<file path="config.mk">
export PLATFORM = sky130hd
export DESIGN_NAME = loc_array_top
export DESIGN_NICKNAME = d
export VERILOG_FILES = /design/src/design/loc_pkg.sv /design/src/design/loc_output_cell.sv /design/src/design/loc_array_top.sv
export VERILOG_INCLUDE_DIRS = /design/src /design/src/design
export SDC_FILE = /design/constraint.sdc
export NUM_CORES = 1
export LEC_CHECK = 0
export BUFFER_PORTS_ARGS = -buffer_cell sky130_fd_sc_hd__buf_2
export CAP_MARGIN = 20
export CORE_MARGIN = 2
export CORE_UTILIZATION = 40
export CTS_BUF_LIST = sky130_fd_sc_hd__clkbuf_16
export DETAILED_ROUTE_END_ITERATION = 7
export PLACE_DENSITY = 0.74
export SLEW_MARGIN = 20
export SYNTH_ARGS = -nofsm -noshare
export SYNTH_HDL_FRONTEND = slang
export SYNTH_SLANG_ARGS = --single-unit
</file>
<file path="constraint.sdc">
create_clock -name sys_clk_i -period 2.3 [get_ports sys_clk_i]
set_clock_uncertainty 0.1 [all_clocks]
set_input_delay 0.23 -clock sys_clk_i [delete_from_list [all_inputs] [get_ports sys_clk_i]]
set_output_delay 0.23 -clock sys_clk_i [all_outputs]
set_load 0.005 [all_outputs]
</file>
<file path="src/design/loc_params.svh">
// constants for the logic array output cell block: offsets, fields, reset values
`ifndef LOC_PARAMS_SVH
`define LOC_PARAMS_SVH

// ----------------------------------------
// register byte offsets
// ----------------------------------------
`define LOC_OFS_MODE 8'h00
`define LOC_OFS_PROG 8'h04
`define LOC_OFS_VERIFY 8'h08
`define LOC_OFS_LOCK 8'h0c
`define LOC_OFS_PINS 8'h10
`define LOC_OFS_CELLS 8'h14

// ----------------------------------------
// program command fields
// ----------------------------------------
`define LOC_PROG_TGT_LSB 0
`define LOC_PROG_TGT_MSB 1
`define LOC_PROG_DATA_BIT 4
`define LOC_PROG_VERIFY_BIT 5
`define LOC_PROG_ERASE_BIT 6
`define LOC_PROG_ROW_LSB 8
`define LOC_PROG_ROW_MSB 11
`define LOC_PROG_COL_LSB 16
`define LOC_PROG_COL_MSB 23

// ----------------------------------------
// cell architecture bit positions
// ----------------------------------------
`define LOC_ARCH_POL 0
`define LOC_ARCH_MODE 1
`define LOC_ARCH_OE 2

// ----------------------------------------
// reset values and bus answers
// ----------------------------------------
`define LOC_MODE_RST 3'h0
`define LOC_RESP_OKAY 2'h0
`define LOC_RESP_SLVERR 2'h2
`define LOC_TOP_CELL 0
`define LOC_BOTTOM_CELL 9

`endif

</file>
<file path="src/design/loc_pkg.sv">
// types shared by the logic array output cell block
package loc_pkg;

    // operating mode, stands in for the supervoltage selects
    typedef enum logic [2:0] {
        LOC_NORMAL = 3'h0,
        LOC_PHANTOM = 3'h1,
        LOC_TOP_TEST = 3'h2,
        LOC_BOTTOM_TEST = 3'h3,
        LOC_PRELOAD = 3'h4
    } loc_mode_type;

    // programmable areas addressed by row and column
    typedef enum logic [1:0] {
        LOC_TGT_ARCH = 2'h0,
        LOC_TGT_PHANTOM = 2'h1,
        LOC_TGT_TOP = 2'h2,
        LOC_TGT_BOTTOM = 2'h3
    } loc_target_type;

endpackage : loc_pkg

</file>
<file path="src/design/loc_output_cell.sv">
// one configurable output cell: register, polarity, enable select and feedback
`timescale 1ns/1ns
`include "loc_params.svh"

module loc_output_cell (
    input wire logic sys_clk_i,
    input wire logic rst_b_i,
    input wire logic [2:0] arch_i,
    input wire logic sum_i,
    input wire logic oe_term_i,
    input wire logic oe_pin_n_i,
    input wire logic dev_clk_edge_i,
    input wire logic preload_i,
    input wire logic pin_i,
    output logic pin_o,
    output logic pin_oe_n_o,
    output logic feedback_o,
    output logic q_o
);

    logic q, next_q;
    logic pin_out, next_pin_out;
    logic pin_oe_n, next_pin_oe_n;
    logic feedback, next_feedback;
    logic path_val;

    // ----------------------------------------
    // next values
    // ----------------------------------------
    always_comb begin
        next_q = q;
        if (dev_clk_edge_i) begin
            // preload takes the pin level; a one loads one
            next_q = preload_i ? pin_i : sum_i;
        end
        // combinational or registered path
        path_val = arch_i[`LOC_ARCH_MODE] ? sum_i : next_q;
        // polarity sits just before the driver, the register never sees it
        next_pin_out = arch_i[`LOC_ARCH_POL] ? path_val : ~path_val;
        if (preload_i) begin
            next_pin_oe_n = 1'b1;
        end else if (arch_i[`LOC_ARCH_OE]) begin
            next_pin_oe_n = oe_pin_n_i;
        end else begin
            // enable term low leaves the pin as a pure input
            next_pin_oe_n = ~oe_term_i;
        end
        // a registered cell feeds its register back whether or not its driver is on
        next_feedback = arch_i[`LOC_ARCH_MODE] ? pin_i : next_q;
    end

    // ----------------------------------------
    // registers
    // ----------------------------------------
    always_ff @(posedge sys_clk_i) begin
        if (!rst_b_i) begin
            q <= 1'b0;
            pin_out <= 1'b0;
            pin_oe_n <= 1'b1;
            feedback <= 1'b0;
        end else begin
            q <= next_q;
            pin_out <= next_pin_out;
            pin_oe_n <= next_pin_oe_n;
            feedback <= next_feedback;
        end
    end

    assign pin_o = pin_out;
    assign pin_oe_n_o = pin_oe_n;
    assign feedback_o = feedback;
    assign q_o = q;

endmodule : loc_output_cell

</file>
<file path="src/design/loc_array_top.sv">
// output cells, programmable test arrays, readback lock and the AXI4-Lite slave
//
// Operation
// - ten output cells, each set only by its own architecture bits
// - per cell: one polarity bit, one register/combinational bit, one enable-source bit
// - registered cell feeds its register back into the array
// - combinational cell feeds its pin back into the array
// - combinational cell with enable term off acts as plain input
// - no buried register while pin serves as combinational output or input
// - lock set refuses verify of user array and upper/lower test terms
// - factory test array stays programmable and verifiable under lock
// - lock changes nothing but readback
// - factory array adds four columns, three true one inverted, on every term
// - factory array has no effect in normal mode
// - upper/lower test terms drive one designated pin each, only in test modes
// - architecture bits are their own program target
// - all locations but the lock use row/column address and one procedure
// - lock state reads back on its own register
// - test modes only while the mode select holds them
// - all-zero bits: term enable, registered, active low; each bit flips one
// - registers clock on device clock pin, start low after reset
// - preload: drivers off, pin data loaded on device clock edge
//
// Design decisions made here: the address map and the AXI4-Lite slave port.
`timescale 1ns/1ns
`include "loc_params.svh"

module loc_array_top #(
    parameter int NUM_CELLS = 10,
    parameter int NUM_INPUTS = 22,
    parameter int NUM_TEST_COLS = 4
) (
    input wire logic sys_clk_i,
    input wire logic rst_b_i,
    input wire logic [7:0] s_axi_awaddr_i,
    input wire logic s_axi_awvalid_i,
    output logic s_axi_awready_o,
    input wire logic [31:0] s_axi_wdata_i,
    input wire logic [3:0] s_axi_wstrb_i,
    input wire logic s_axi_wvalid_i,
    output logic s_axi_wready_o,
    output logic [1:0] s_axi_bresp_o,
    output logic s_axi_bvalid_o,
    input wire logic s_axi_bready_i,
    input wire logic [7:0] s_axi_araddr_i,
    input wire logic s_axi_arvalid_i,
    output logic s_axi_arready_o,
    output logic [31:0] s_axi_rdata_o,
    output logic [1:0] s_axi_rresp_o,
    output logic s_axi_rvalid_o,
    input wire logic s_axi_rready_i,
    input wire logic dev_clk_i,
    input wire logic oe_pin_n_i,
    input wire logic [NUM_INPUTS-1:0] array_in_i,
    input wire logic [NUM_TEST_COLS-1:0] test_col_in_i,
    input wire logic [NUM_CELLS-1:0] sum_term_i,
    input wire logic [NUM_CELLS-1:0] oe_term_i,
    input wire logic [NUM_CELLS-1:0] pin_i,
    output logic [NUM_CELLS-1:0] pin_o,
    output logic [NUM_CELLS-1:0] pin_oe_n_o,
    output logic [NUM_CELLS-1:0] feedback_o
);

    // ----------------------------------------
    // state
    // ----------------------------------------
    loc_pkg::loc_mode_type mode, next_mode;
    logic [2:0] arch [NUM_CELLS], next_arch [NUM_CELLS];
    logic [NUM_TEST_COLS-1:0] ph_mask [NUM_CELLS], next_ph_mask [NUM_CELLS];
    logic [NUM_INPUTS-1:0] top_mask, next_top_mask;
    logic [NUM_INPUTS-1:0] bot_mask, next_bot_mask;
    logic lock, next_lock;
    logic verify_data, next_verify_data;
    logic verify_refused, next_verify_refused;
    logic dev_clk_prev, dev_clk_edge;
    logic [NUM_CELLS-1:0] cell_q;
    logic aw_full, next_aw_full;
    logic [7:0] aw_addr, next_aw_addr;
    logic w_full, next_w_full;
    logic [31:0] w_data, next_w_data;
    logic [3:0] w_strb, next_w_strb;
    logic bvalid, next_bvalid;
    logic [1:0] bresp, next_bresp;
    logic awready, next_awready;
    logic wready, next_wready;
    logic rvalid, next_rvalid;
    logic [31:0] rdata, next_rdata;
    logic [1:0] rresp, next_rresp;
    logic arready, next_arready;

    // ----------------------------------------
    // array terms
    // ----------------------------------------
    logic [NUM_TEST_COLS-1:0] test_cols;
    logic [NUM_CELLS-1:0] cell_sum;
    logic top_term, bot_term;
    logic wr_fire;
    logic [31:0] wmask, wval;
    logic [1:0] tgt;
    logic [3:0] row;
    logic [7:0] col;
    // second column is the inverting input
    assign test_cols = test_col_in_i ^ {{(NUM_TEST_COLS-2){1'b0}}, 2'b10};
    // an unprogrammed term has no connection and stays low
    assign top_term = (|top_mask) & (&(array_in_i | ~top_mask));
    assign bot_term = (|bot_mask) & (&(array_in_i | ~bot_mask));
    assign dev_clk_edge = dev_clk_i & ~dev_clk_prev;

    always_comb begin
        for (int i = 0; i < NUM_CELLS; i++) begin
            cell_sum[i] = sum_term_i[i];
            if (mode == loc_pkg::LOC_PHANTOM) begin
                cell_sum[i] = (|ph_mask[i]) & (&(test_cols | ~ph_mask[i]));
            end
        end
        // extra terms only reach their pin inside their own test mode
        if (mode == loc_pkg::LOC_TOP_TEST) begin
            cell_sum[`LOC_TOP_CELL] = top_term;
        end
        if (mode == loc_pkg::LOC_BOTTOM_TEST) begin
            cell_sum[`LOC_BOTTOM_CELL] = bot_term;
        end
    end

    // ----------------------------------------
    // output cells
    // ----------------------------------------
    for (genvar g = 0; g < NUM_CELLS; g++) begin : g_cell
        // each cell sees only its own three bits
        loc_output_cell u_cell (
            .sys_clk_i(sys_clk_i),
            .rst_b_i(rst_b_i),
            .arch_i(arch[g]),
            .sum_i(cell_sum[g]),
            .oe_term_i(oe_term_i[g]),
            .oe_pin_n_i(oe_pin_n_i),
            .dev_clk_edge_i(dev_clk_edge),
            .preload_i(mode == loc_pkg::LOC_PRELOAD),
            .pin_i(pin_i[g]),
            .pin_o(pin_o[g]),
            .pin_oe_n_o(pin_oe_n_o[g]),
            .feedback_o(feedback_o[g]),
            .q_o(cell_q[g])
        );
    end

    // ----------------------------------------
    // bus write channel
    // ----------------------------------------
    assign wr_fire = aw_full & w_full & ~bvalid;
    assign wmask = {{8{w_strb[3]}}, {8{w_strb[2]}}, {8{w_strb[1]}}, {8{w_strb[0]}}};
    assign wval = w_data & wmask;
    assign tgt = wval[`LOC_PROG_TGT_MSB:`LOC_PROG_TGT_LSB];
    assign row = wval[`LOC_PROG_ROW_MSB:`LOC_PROG_ROW_LSB];
    assign col = wval[`LOC_PROG_COL_MSB:`LOC_PROG_COL_LSB];

    always_comb begin
        next_aw_full = aw_full;
        next_aw_addr = aw_addr;
        next_w_full = w_full;
        next_w_data = w_data;
        next_w_strb = w_strb;
        next_bvalid = bvalid;
        next_bresp = bresp;
        // address and data are taken in either order
        if (s_axi_awvalid_i && awready) begin
            next_aw_full = 1'b1;
            next_aw_addr = s_axi_awaddr_i;
        end
        if (s_axi_wvalid_i && wready) begin
            next_w_full = 1'b1;
            next_w_data = s_axi_wdata_i;
            next_w_strb = s_axi_wstrb_i;
        end
        if (wr_fire) begin
            next_aw_full = 1'b0;
            next_w_full = 1'b0;
            next_bvalid = 1'b1;
            case (aw_addr)
                `LOC_OFS_MODE, `LOC_OFS_PROG, `LOC_OFS_LOCK: next_bresp = `LOC_RESP_OKAY;
                `LOC_OFS_VERIFY, `LOC_OFS_PINS, `LOC_OFS_CELLS: next_bresp = `LOC_RESP_OKAY;
                default: next_bresp = `LOC_RESP_SLVERR;
            endcase
        end else if (bvalid && s_axi_bready_i) begin
            next_bvalid = 1'b0;
        end
        next_awready = ~next_aw_full & ~next_bvalid;
        next_wready = ~next_w_full & ~next_bvalid;
    end

    // ----------------------------------------
    // programming, verify and lock
    // ----------------------------------------
    always_comb begin
        next_mode = mode;
        next_arch = arch;
        next_ph_mask = ph_mask;
        next_top_mask = top_mask;
        next_bot_mask = bot_mask;
        next_lock = lock;
        next_verify_data = verify_data;
        next_verify_refused = verify_refused;
        if (wr_fire && aw_addr == `LOC_OFS_MODE && w_strb[0] && w_data[2:0] <= 3'h4) begin
            next_mode = loc_pkg::loc_mode_type'(w_data[2:0]);
        end
        // the lock has its own command, no row or column
        if (wr_fire && aw_addr == `LOC_OFS_LOCK && w_strb[0] && w_data[0]) begin
            next_lock = 1'b1;
        end
        // one procedure for every row/column location
        if (wr_fire && aw_addr == `LOC_OFS_PROG && w_strb[0]) begin
            if (wval[`LOC_PROG_ERASE_BIT]) begin
                // erase blanks every location and the lock
                next_arch = '{default: 3'h0};
                next_ph_mask = '{default: '0};
                next_top_mask = '0;
                next_bot_mask = '0;
                next_lock = 1'b0;
                next_verify_refused = 1'b0;
            end else if (wval[`LOC_PROG_VERIFY_BIT]) begin
                // lock hides all but the factory array
                next_verify_refused = lock & (tgt != loc_pkg::LOC_TGT_PHANTOM);
                next_verify_data = 1'b0;
                if (!(lock && tgt != loc_pkg::LOC_TGT_PHANTOM) && row < NUM_CELLS) begin
                    case (tgt)
                        loc_pkg::LOC_TGT_ARCH: next_verify_data = (col < 8'h03) && arch[row][col[1:0]];
                        loc_pkg::LOC_TGT_PHANTOM: next_verify_data = (col < NUM_TEST_COLS) && ph_mask[row][col[1:0]];
                        loc_pkg::LOC_TGT_TOP: next_verify_data = (col < NUM_INPUTS) && top_mask[col[4:0]];
                        loc_pkg::LOC_TGT_BOTTOM: next_verify_data = (col < NUM_INPUTS) && bot_mask[col[4:0]];
                        default: next_verify_data = 1'b0;
                    endcase
                end
            end else if (wval[`LOC_PROG_DATA_BIT] && row < NUM_CELLS) begin
                // a one programs, a zero leaves the location as it was
                case (tgt)
                    loc_pkg::LOC_TGT_ARCH: if (col < 8'h03) next_arch[row][col[1:0]] = 1'b1;
                    loc_pkg::LOC_TGT_PHANTOM: if (col < NUM_TEST_COLS) next_ph_mask[row][col[1:0]] = 1'b1;
                    loc_pkg::LOC_TGT_TOP: if (col < NUM_INPUTS) next_top_mask[col[4:0]] = 1'b1;
                    loc_pkg::LOC_TGT_BOTTOM: if (col < NUM_INPUTS) next_bot_mask[col[4:0]] = 1'b1;
                    default: next_lock = lock;
                endcase
            end
        end
    end

    // ----------------------------------------
    // bus read channel
    // ----------------------------------------
    always_comb begin
        next_rvalid = rvalid;
        next_rdata = rdata;
        next_rresp = rresp;
        if (s_axi_arvalid_i && arready) begin
            next_rvalid = 1'b1;
            next_rresp = `LOC_RESP_OKAY;
            next_rdata = 32'h0000_0000;
            case (s_axi_araddr_i)
                `LOC_OFS_MODE: next_rdata = {29'h0000_0000, mode};
                `LOC_OFS_PROG: next_rdata = 32'h0000_0000;
                `LOC_OFS_VERIFY: next_rdata = {30'h0000_0000, verify_refused, verify_data};
                `LOC_OFS_LOCK: next_rdata = {31'h0000_0000, lock};
                `LOC_OFS_PINS: next_rdata = {2'h0, ~pin_oe_n_o, pin_o, feedback_o};
                `LOC_OFS_CELLS: next_rdata = {22'h00_0000, cell_q};
                default: next_rresp = `LOC_RESP_SLVERR;
            endcase
        end else if (rvalid && s_axi_rready_i) begin
            next_rvalid = 1'b0;
        end
        next_arready = ~next_rvalid;
    end

    // ----------------------------------------
    // registers
    // ----------------------------------------
    always_ff @(posedge sys_clk_i) begin
        if (!rst_b_i) begin
            mode <= loc_pkg::LOC_NORMAL;
            arch <= '{default: 3'h0};
            ph_mask <= '{default: '0};
            top_mask <= '0;
            bot_mask <= '0;
            lock <= 1'b0;
            verify_data <= 1'b0;
            verify_refused <= 1'b0;
            dev_clk_prev <= 1'b0;
            aw_full <= 1'b0;
            aw_addr <= 8'h00;
            w_full <= 1'b0;
            w_data <= 32'h0000_0000;
            w_strb <= 4'h0;
            bvalid <= 1'b0;
            bresp <= `LOC_RESP_OKAY;
            awready <= 1'b0;
            wready <= 1'b0;
            rvalid <= 1'b0;
            rdata <= 32'h0000_0000;
            rresp <= `LOC_RESP_OKAY;
            arready <= 1'b0;
        end else begin
            mode <= next_mode;
            arch <= next_arch;
            ph_mask <= next_ph_mask;
            top_mask <= next_top_mask;
            bot_mask <= next_bot_mask;
            lock <= next_lock;
            verify_data <= next_verify_data;
            verify_refused <= next_verify_refused;
            dev_clk_prev <= dev_clk_i;
            aw_full <= next_aw_full;
            aw_addr <= next_aw_addr;
            w_full <= next_w_full;
            w_data <= next_w_data;
            w_strb <= next_w_strb;
            bvalid <= next_bvalid;
            bresp <= next_bresp;
            awready <= next_awready;
            wready <= next_wready;
            rvalid <= next_rvalid;
            rdata <= next_rdata;
            rresp <= next_rresp;
            arready <= next_arready;
        end
    end

    assign s_axi_awready_o = awready;
    assign s_axi_wready_o = wready;
    assign s_axi_bvalid_o = bvalid;
    assign s_axi_bresp_o = bresp;
    assign s_axi_arready_o = arready;
    assign s_axi_rvalid_o = rvalid;
    assign s_axi_rdata_o = rdata;
    assign s_axi_rresp_o = rresp;
endmodule : loc_array_top

</file>
==> results of run 1 <==
state kept, by name, summed over array words and instances, names as in the netlist, 3 cells and up:
register,count
g_cell.u_cell.feedback_o,10
mode,3
s_axi_rdata_o,30
w_data,18
top_mask,22
w_strb,3
aw_addr,8
bot_mask,22
g_cell.u_cell.pin_oe_n_o,10
ph_mask,40
arch,30
g_cell.u_cell.pin_o,10
g_cell.u_cell.q_o,10
stage by stage:
step	total power (uW)	instance area [um2]	setup slack, ps	util, %
after floorplan	4620	11100	137	-
after global placement	4900	12900	-298	47.6
after detailed placement	4910	12900	-428	47.6
after CTS	9130	14500	-17.9	53.4
after global routing	9520	15400	-136	57.0
final	9210	15500	-27.8	57.0
per-layer routing:
layer	up-vias	routed length, um	track usage (%)
li1	5307	-	-
met3	109	3750	4.05
met4	0	1490	9.36
met1	5425	16100	32.2
met2	601	18100	39.6
met5	-	0	0
power by group through the flow:
| stage | Clock, uW | Combinational (uW) | Sequential, uW |
|---|---|---|---|
| 2_1_floorplan | 0 | 446 | 4180 |
| 3_3_place_gp | 0 | 700 | 4200 |
| 3_5_place_dp | 0 | 709 | 4200 |
| 4_1_cts | 4220 | 796 | 4120 |
| 5_1_grt | 4410 | 986 | 4120 |
| 6_report | 4180 | 920 | 4120 |
tightest hold or removal path: stages:
cell	delay (ps)
buf_2	80
nand2_1	130
nand2_1	100
a21boi_0	60
logic make-up (layout without fill, tap and decap cells):
logic type,after synthesis,count (layout),share of synthesized area (%)
other cells,1,5,0.0338
flops,229,229,41.3
xor+xnor,10,10,0.789
compound gates,367,367,21.7
simple gates,541,547,25.0
mux,46,46,4.74
buf+inv,150,467,6.44
area by class of cell:
class | count | area [um2]
flip-flops and latches | 229 | 4610
diodes | 1 | 2.50
repair buffers | 380 | 2920
well taps | 372 | 465
fillers | 2310 | 11600
clock inverters | 19 | 183
multi-input cells | 974 | 6440
inverters | 41 | 154
clock buffers | 27 | 676
placed cells by master (no fill, tap or decap), types with 20 or more instances in the layout:
master,n
a21boi_0,33
a21oi_1,104
a21oi_2,40
a22oi_1,20
and2_1,54
buf_2,168
buf_4,112
clkbuf_16,33
dfxtp_1,217
dlygate4sd3_1,63
inv_1,46
mux2i_1,38
nand2_1,124
nor2_1,165
nor2b_1,56
o21ai_0,43
timing repair:
action	CTS	global route
endpoints found under the hold margin	56	0
gates resized for setup	22	147
pin swaps	4	81
hold buffers	63	0
endpoints found under the setup margin	113	113
setup buffers	1	17
cloned	1	15
worst min path at each step:
stage	depth (start not counted)	endpoint	slack, ps
2_1_floorplan	1	g_cell[0].u_cell.pin_oe_n_o	250
3_3_place_gp	2	arch[22]	350
3_5_place_dp	2	g_cell[0].u_cell.pin_oe_n_o	350
4_1_cts	5	s_axi_rdata_o[0]	30
5_1_grt	4	s_axi_rdata_o[0]	60
6_report	4	s_axi_rdata_o[0]	30
==> flow_metrics.py, run 1 <==
metrics = {
    "floorplanning": {
        "initial_utilization_pct": 41.0,
        "coreArea_mm2": 0.0271,
        "die_area_mm2": 0.0291,
        "num_rows": 60,
        "ios": 188,
        "die_y_um": 171,
        "dieWidth_um": 171,
    },
    "placed_design": {
        "gp_congestion": 1.02,
        "place_hpwl_mm": 26.1,
        "dp_cells": 1902,
        "port_buffers": 168,
    },
    "timing": {
        "fin_crit_sh_pct": 101,
        "finalMaxSlewViolations": 0,
        "relSlewSlack_pct": 39.4,
        "setup_tns_ps": -30.2,
        "setup_ws_ps": -27.8,
        "fmax_mhz": 430,
        "hold_ws_ps": 26.4,
        "tightest_slew_ps": 903,
        "finalHoldViolations": 0,
        "min_period_ps": 2330,
        "rsz0062_at_grt": "yes",
        "finalSetupViolCount": 2,
    },
    "clocking": {
        "clk_latency_ps": 530,
        "max-clock-path-buffers": 3,
        "clkSlewWorstSetupHoldPaths_ps": 60,
        "tritoncts": "done",
        "clkSinkCount": 229,
        "cts_buffers": 26,
        "root_buffer": "clkbuf_16",
        "htreeDepth": 1,
    },
    "status": {
        "violations": "negative setup slack",
        "run_status": "finished, violations left",
    },
    "power_and_ir_drop": {
        "p_leak_uw": 0.00615,
        "power_frac_seq_pct": 44.7,
        "power.internal_uw": 7040,
        "combPwrFrac_pct": 10.0,
        "ir_drop_mv": 0.565,
        "p_switching_uw": 2170,
        "power_density_mw_per_mm2": 596,
        "swShare_pct": 23.6,
        "clock_power_share_pct": 45.3,
    },
    "yosys": {
        "async_flop_share_pct": 0,
        "synth_area_leaders": "dfxtp_1 (41%), a21oi_1 (6.5%), nor2_1 (5.7%), nand2_1 (4.2%), mux2i_1 (3.5%)",
        "synth_top_cell_by_area": "dfxtp_1",
        "synth_warnings": 0,
        "synth-edff-count": 0,
        "synth.most_common_cell": "dfxtp_1",
        "synth_area_per_cell_um2": 8.26,
        "synth_cell_type_count": 77,
        "yosys_most_used_dff": "dfxtp_1",
        "syn_inst": 1344,
        "synth_area_mm2": 0.0111,
        "ys_seq_area_share_pct": 41.3,
        "synth_top_area_share_pct": 41.3,
        "synth_seq_cells": 229,
        "synth_common_cells": "dfxtp_1 (229), nor2_1 (169), a21oi_1 (144), nand2_1 (125), nor2b_1 (59)",
    },
    "global_route": {
        "grt_pass1_wl_mm": 56.1,
        "grt_pass1_vias": 10600,
        "overflow": 0,
        "antenna_found_initial": 1,
        "grt.total_usage_pct": 24.3,
        "grt_max_degree": 85,
    },
    "setup_path": {
        "startpoint_type": "register",
        "r2r_end": "g_cell[9].u_cell.pin_o",
        "crit_buf_inv": 2,
        "slowest_stage": "nor4_4",
        "end_kind": "register",
        "ff2ff_path_depth": 9,
        "r2r_slack_ps": -30,
        "cp_max_fo": 2,
        "critical_path_required_ps": 2620,
        "path_depth": 9,
        "cp-endpoint": "g_cell[9].u_cell.pin_o",
        "worstPathCellList": "nor2b_4 > a2111oi_4 > buf_4 > nand4_1 > nor4_4 > buf_4 > o32ai_4 > xor2_1 > and2_1",
        "cpPeakStageDelay_ps": 410,
        "critPathArrivalTime_ps": 2650,
        "cpLargestDelayFamily": "simple AND/OR/NAND/NOR gates",
        "crit_top_cell": "buf_4",
        "crit_type": "reg2reg",
        "rr_startpoint": "bot_mask[13]",
        "critical_path.startpoint": "bot_mask[13]",
    },
    "route": {
        "vias": 11400,
        "drtIter0Drc": 1140,
        "via_per_inst": 5.60,
        "wl_per_cell_um": 19.3,
        "drt_first_pass_iters": 7,
        "wl_mm": 39.4,
        "ant_nets": 0,
        "drc": 0,
    },
    "finish": {
        "areaGrowthSynthToFinish_pct": 39.2,
        "layout.nets": 1769,
        "final_cells": 2043,
        "drive_gt1_share_pct": 30.1,
    },
    "hold_path": {
        "worstHoldStart": "s_axi_arvalid_i",
        "hold_path_class": "in2reg",
    },
    "run": {
        "drv_cap": 0,
    },
}
No activity file was read; power rests on OpenSTA's default activity.
==> run 2, diff against run 1 <==
- PLACE_DENSITY: 0.74 -> 0.75
- SYNTH_HIERARCHICAL: unset -> 1
==> run 2 against run 1 <==
Effect of this change: the run still ends with negative setup slack left; sequential power barely moved; critical endpoint is now verify_data; cell count is 2.1% lower; non-clock buffer count stayed put; core utilization decreased by 0.53 points; hold slack improved by 9.6 ps; synthesized cell count fell by 3.1%; critical path depth decreased by 3.
==> flow_metrics.py, run 2 <==
metrics = {
    "yosys": {
        "async_flop_share_pct": 0,
        "synth_area_per_cell_um2": 8.23,
        "yosys_most_used_dff": "dfxtp_1",
        "synth.most_common_cell": "dfxtp_1",
        "synth_common_cells": "dfxtp_1 (229), nor2_1 (196), a21oi_1 (192), nand2_1 (133), inv_1 (61)",
        "ys_seq_area_share_pct": 42.8,
        "syn_inst": 1302,
        "synth_cell_type_count": 77,
        "synth-edff-count": 0,
        "synth_seq_cells": 229,
        "synth_top_cell_by_area": "dfxtp_1",
        "synth_warnings": 6,
        "synth_area_mm2": 0.0107,
        "synth_top_area_share_pct": 42.8,
        "synth_area_leaders": "dfxtp_1 (43%), a21oi_1 (9.0%), nor2_1 (6.9%), nand2_1 (4.7%), mux2i_1 (4.4%)",
    },
    "power_and_ir_drop": {
        "clock_power_share_pct": 43.9,
        "swShare_pct": 25.6,
        "combPwrFrac_pct": 10.2,
        "power_frac_seq_pct": 45.9,
        "p_switching_uw": 2310,
        "p_leak_uw": 0.00598,
        "power.internal_uw": 6700,
        "power_density_mw_per_mm2": 608,
        "ir_drop_mv": 0.484,
    },
    "floorplanning": {
        "die_y_um": 168,
        "ios": 188,
        "dieWidth_um": 168,
        "initial_utilization_pct": 40.9,
        "coreArea_mm2": 0.0262,
        "die_area_mm2": 0.0281,
        "num_rows": 59,
    },
    "route": {
        "drc": 0,
        "wl_per_cell_um": 19.5,
        "drt_first_pass_iters": 6,
        "drtIter0Drc": 1204,
        "via_per_inst": 5.80,
        "ant_nets": 0,
        "vias": 11600,
        "wl_mm": 39.0,
    },
    "placed_design": {
        "place_area_mm2": 0.0130,
        "port_buffers": 168,
        "place_hpwl_mm": 27.4,
        "dp_slack_ps": -142,
        "gp_congestion": 0.990,
    },
    "clocking": {
        "root_buffer": "clkbuf_16",
        "tritoncts": "done",
        "max-clock-path-buffers": 3,
        "clkSinkCount": 229,
        "clk_latency_ps": 530,
        "htreeDepth": 1,
        "clkSlewWorstSetupHoldPaths_ps": 60,
        "cts_buffers": 25,
    },
    "setup_path": {
        "crit_type": "reg2reg",
        "critPathArrivalTime_ps": 2800,
        "startpoint_type": "register",
        "critical_path_required_ps": 2610,
        "end_kind": "register",
        "cp_max_fo": 3,
    },
    "finish": {
        "final_cell_area_mm2": 0.0148,
        "largest_reg_flops": 40,
        "nFillCells": 2265,
        "areaGrowthSynthToFinish_pct": 38.1,
        "drive_gt1_share_pct": 29.1,
        "layout.nets": 1763,
        "top_register": "ph_mask",
        "layout_common_cells": "dfxtp_1 (221), nor2_1 (194), buf_2 (168), a21oi_1 (165), nand2_1 (132)",
        "final_common_cell": "dfxtp_1",
    },
    "global_route": {
        "antenna_found_initial": 1,
        "grt_max_degree": 51,
        "grt.total_usage_pct": 26.3,
        "overflow": 0,
        "grt_pass1_vias": 11000,
        "grt_pass1_wl_mm": 59.6,
    },
    "hold_path": {
        "hold_path_class": "in2reg",
    },
    "timing": {
        "tightest_slew_ps": 722,
        "fmax_mhz": 400,
        "fin_crit_sh_pct": 109,
        "finalMaxSlewViolations": 0,
        "hold_ws_ps": 36.1,
        "finalSetupViolCount": 6,
        "relSlewSlack_pct": 51.8,
        "finalHoldViolations": 0,
        "min_period_ps": 2500,
        "setup_ws_ps": -200,
        "rsz0062_at_grt": "yes",
    },
    "status": {
        "violations": "negative setup slack",
        "run_status": "finished, violations left",
    },
    "run": {
        "drv_cap": 0,
    },
}
## run 2: changes by cell type in the layout (fill, tap and decap cells not counted), moves of 10 or more
| cell | delta |
|---|---|
| nor2_1 | +29 |
| inv_1 | +20 |
| a21oi_1 | +61 |
| a21boi_0 | -32 |
| o22ai_1 | +18 |
| nor4_1 | +13 |
| or4_1 | -10 |
| o22a_1 | +12 |
| and2_1 | -46 |
| o22ai_2 | +10 |
| buf_4 | +17 |
| nor2b_1 | -42 |
## run 2: critical path, stage by stage, from the launching register on
cell       delay (ps)
dfxtp_1           370
o31ai_1           390
nand2_1           150
or3_1             480
a2111oi_4         290
a311oi_1          130
a2111oi_2         460
## run 2: stage by stage
step	TNS, ps	utilization (%)	power [uW]	std cells
finish	-243	56.5	9010	2001
global placement	-195	49.5	4980	1890
floorplan	0	-	4620	1305
detailed placement	-230	49.5	5000	1890
CTS	-51.7	54.8	8950	1992
global route	-3680	56.5	9290	2001
## run 2: metal layers
metal  vias to the layer above  part of all wire, %  routed length [um]  global-route usage (%)
li1                       5362                    -                   -                       -
met1                      5488                   42               16400                    35.0
met2                       620                   46               18000                    43.2
met3                       140                  7.7                3010                    4.25
met4                         0                  4.0                1570                    9.26
met5                         -                    0                   0                       0
## run 2: final timing paths
| kind | from | to | slack, ps | depth (start not counted) |
|---|---|---|---|---|
| hold reg to reg | aw_addr[5] | aw_addr[5] | 350 | 2 |
| setup / recovery | w_data[21] | verify_data | -200 | 6 |
| setup reg to reg | w_data[21] | verify_data | -200 | 6 |
| hold / removal | s_axi_arvalid_i | s_axi_rresp_o[1] | 40 | 3 |
## run 2: area by class of cell
cell class | count | area, um2 | area share [%]
Clock inverter | 21 | 171 | 1.16
Sequential cell | 229 | 4600 | 31.1
Multi-Input combinational cell | 945 | 5900 | 39.9
Antenna cell | 1 | 2.50 | 0.0169
Tap cell | 335 | 419 | 2.83
Timing Repair Buffer | 380 | 2840 | 19.2
Clock buffer | 25 | 626 | 4.23
Inverter | 65 | 244 | 1.65
## run 2: power groups by stage
stage,registers [uW],clock network (uW),logic (uW)
floorplan,4200,0,425
global placement,4210,0,771
detailed placement,4220,0,783
CTS,4130,3960,862
global route,4140,4160,984
finish,4130,3950,922
## run 2: repair_timing
item | CTS | global route
pin swaps | 3 | 46
gates resized for setup | 9 | 85
hold buffers | 54 | 0
cloned | 0 | 4
setup endpoints to repair | 23 | 121
setup buffers | 2 | 4
hold endpoints to repair | 63 | 0
## run 2: logic make-up (layout without fill, tap and decap cells)
group | after synthesis | in the layout | share of synthesized area, %
buffers and inverters | 134 | 491 | 5.53
AND/OR/NAND/NOR | 469 | 472 | 21.0
flip-flops | 229 | 229 | 42.8
AO/OA/AOI/OAI | 414 | 414 | 25.3
other | 1 | 5 | 0.0350
multiplexers | 55 | 55 | 5.34
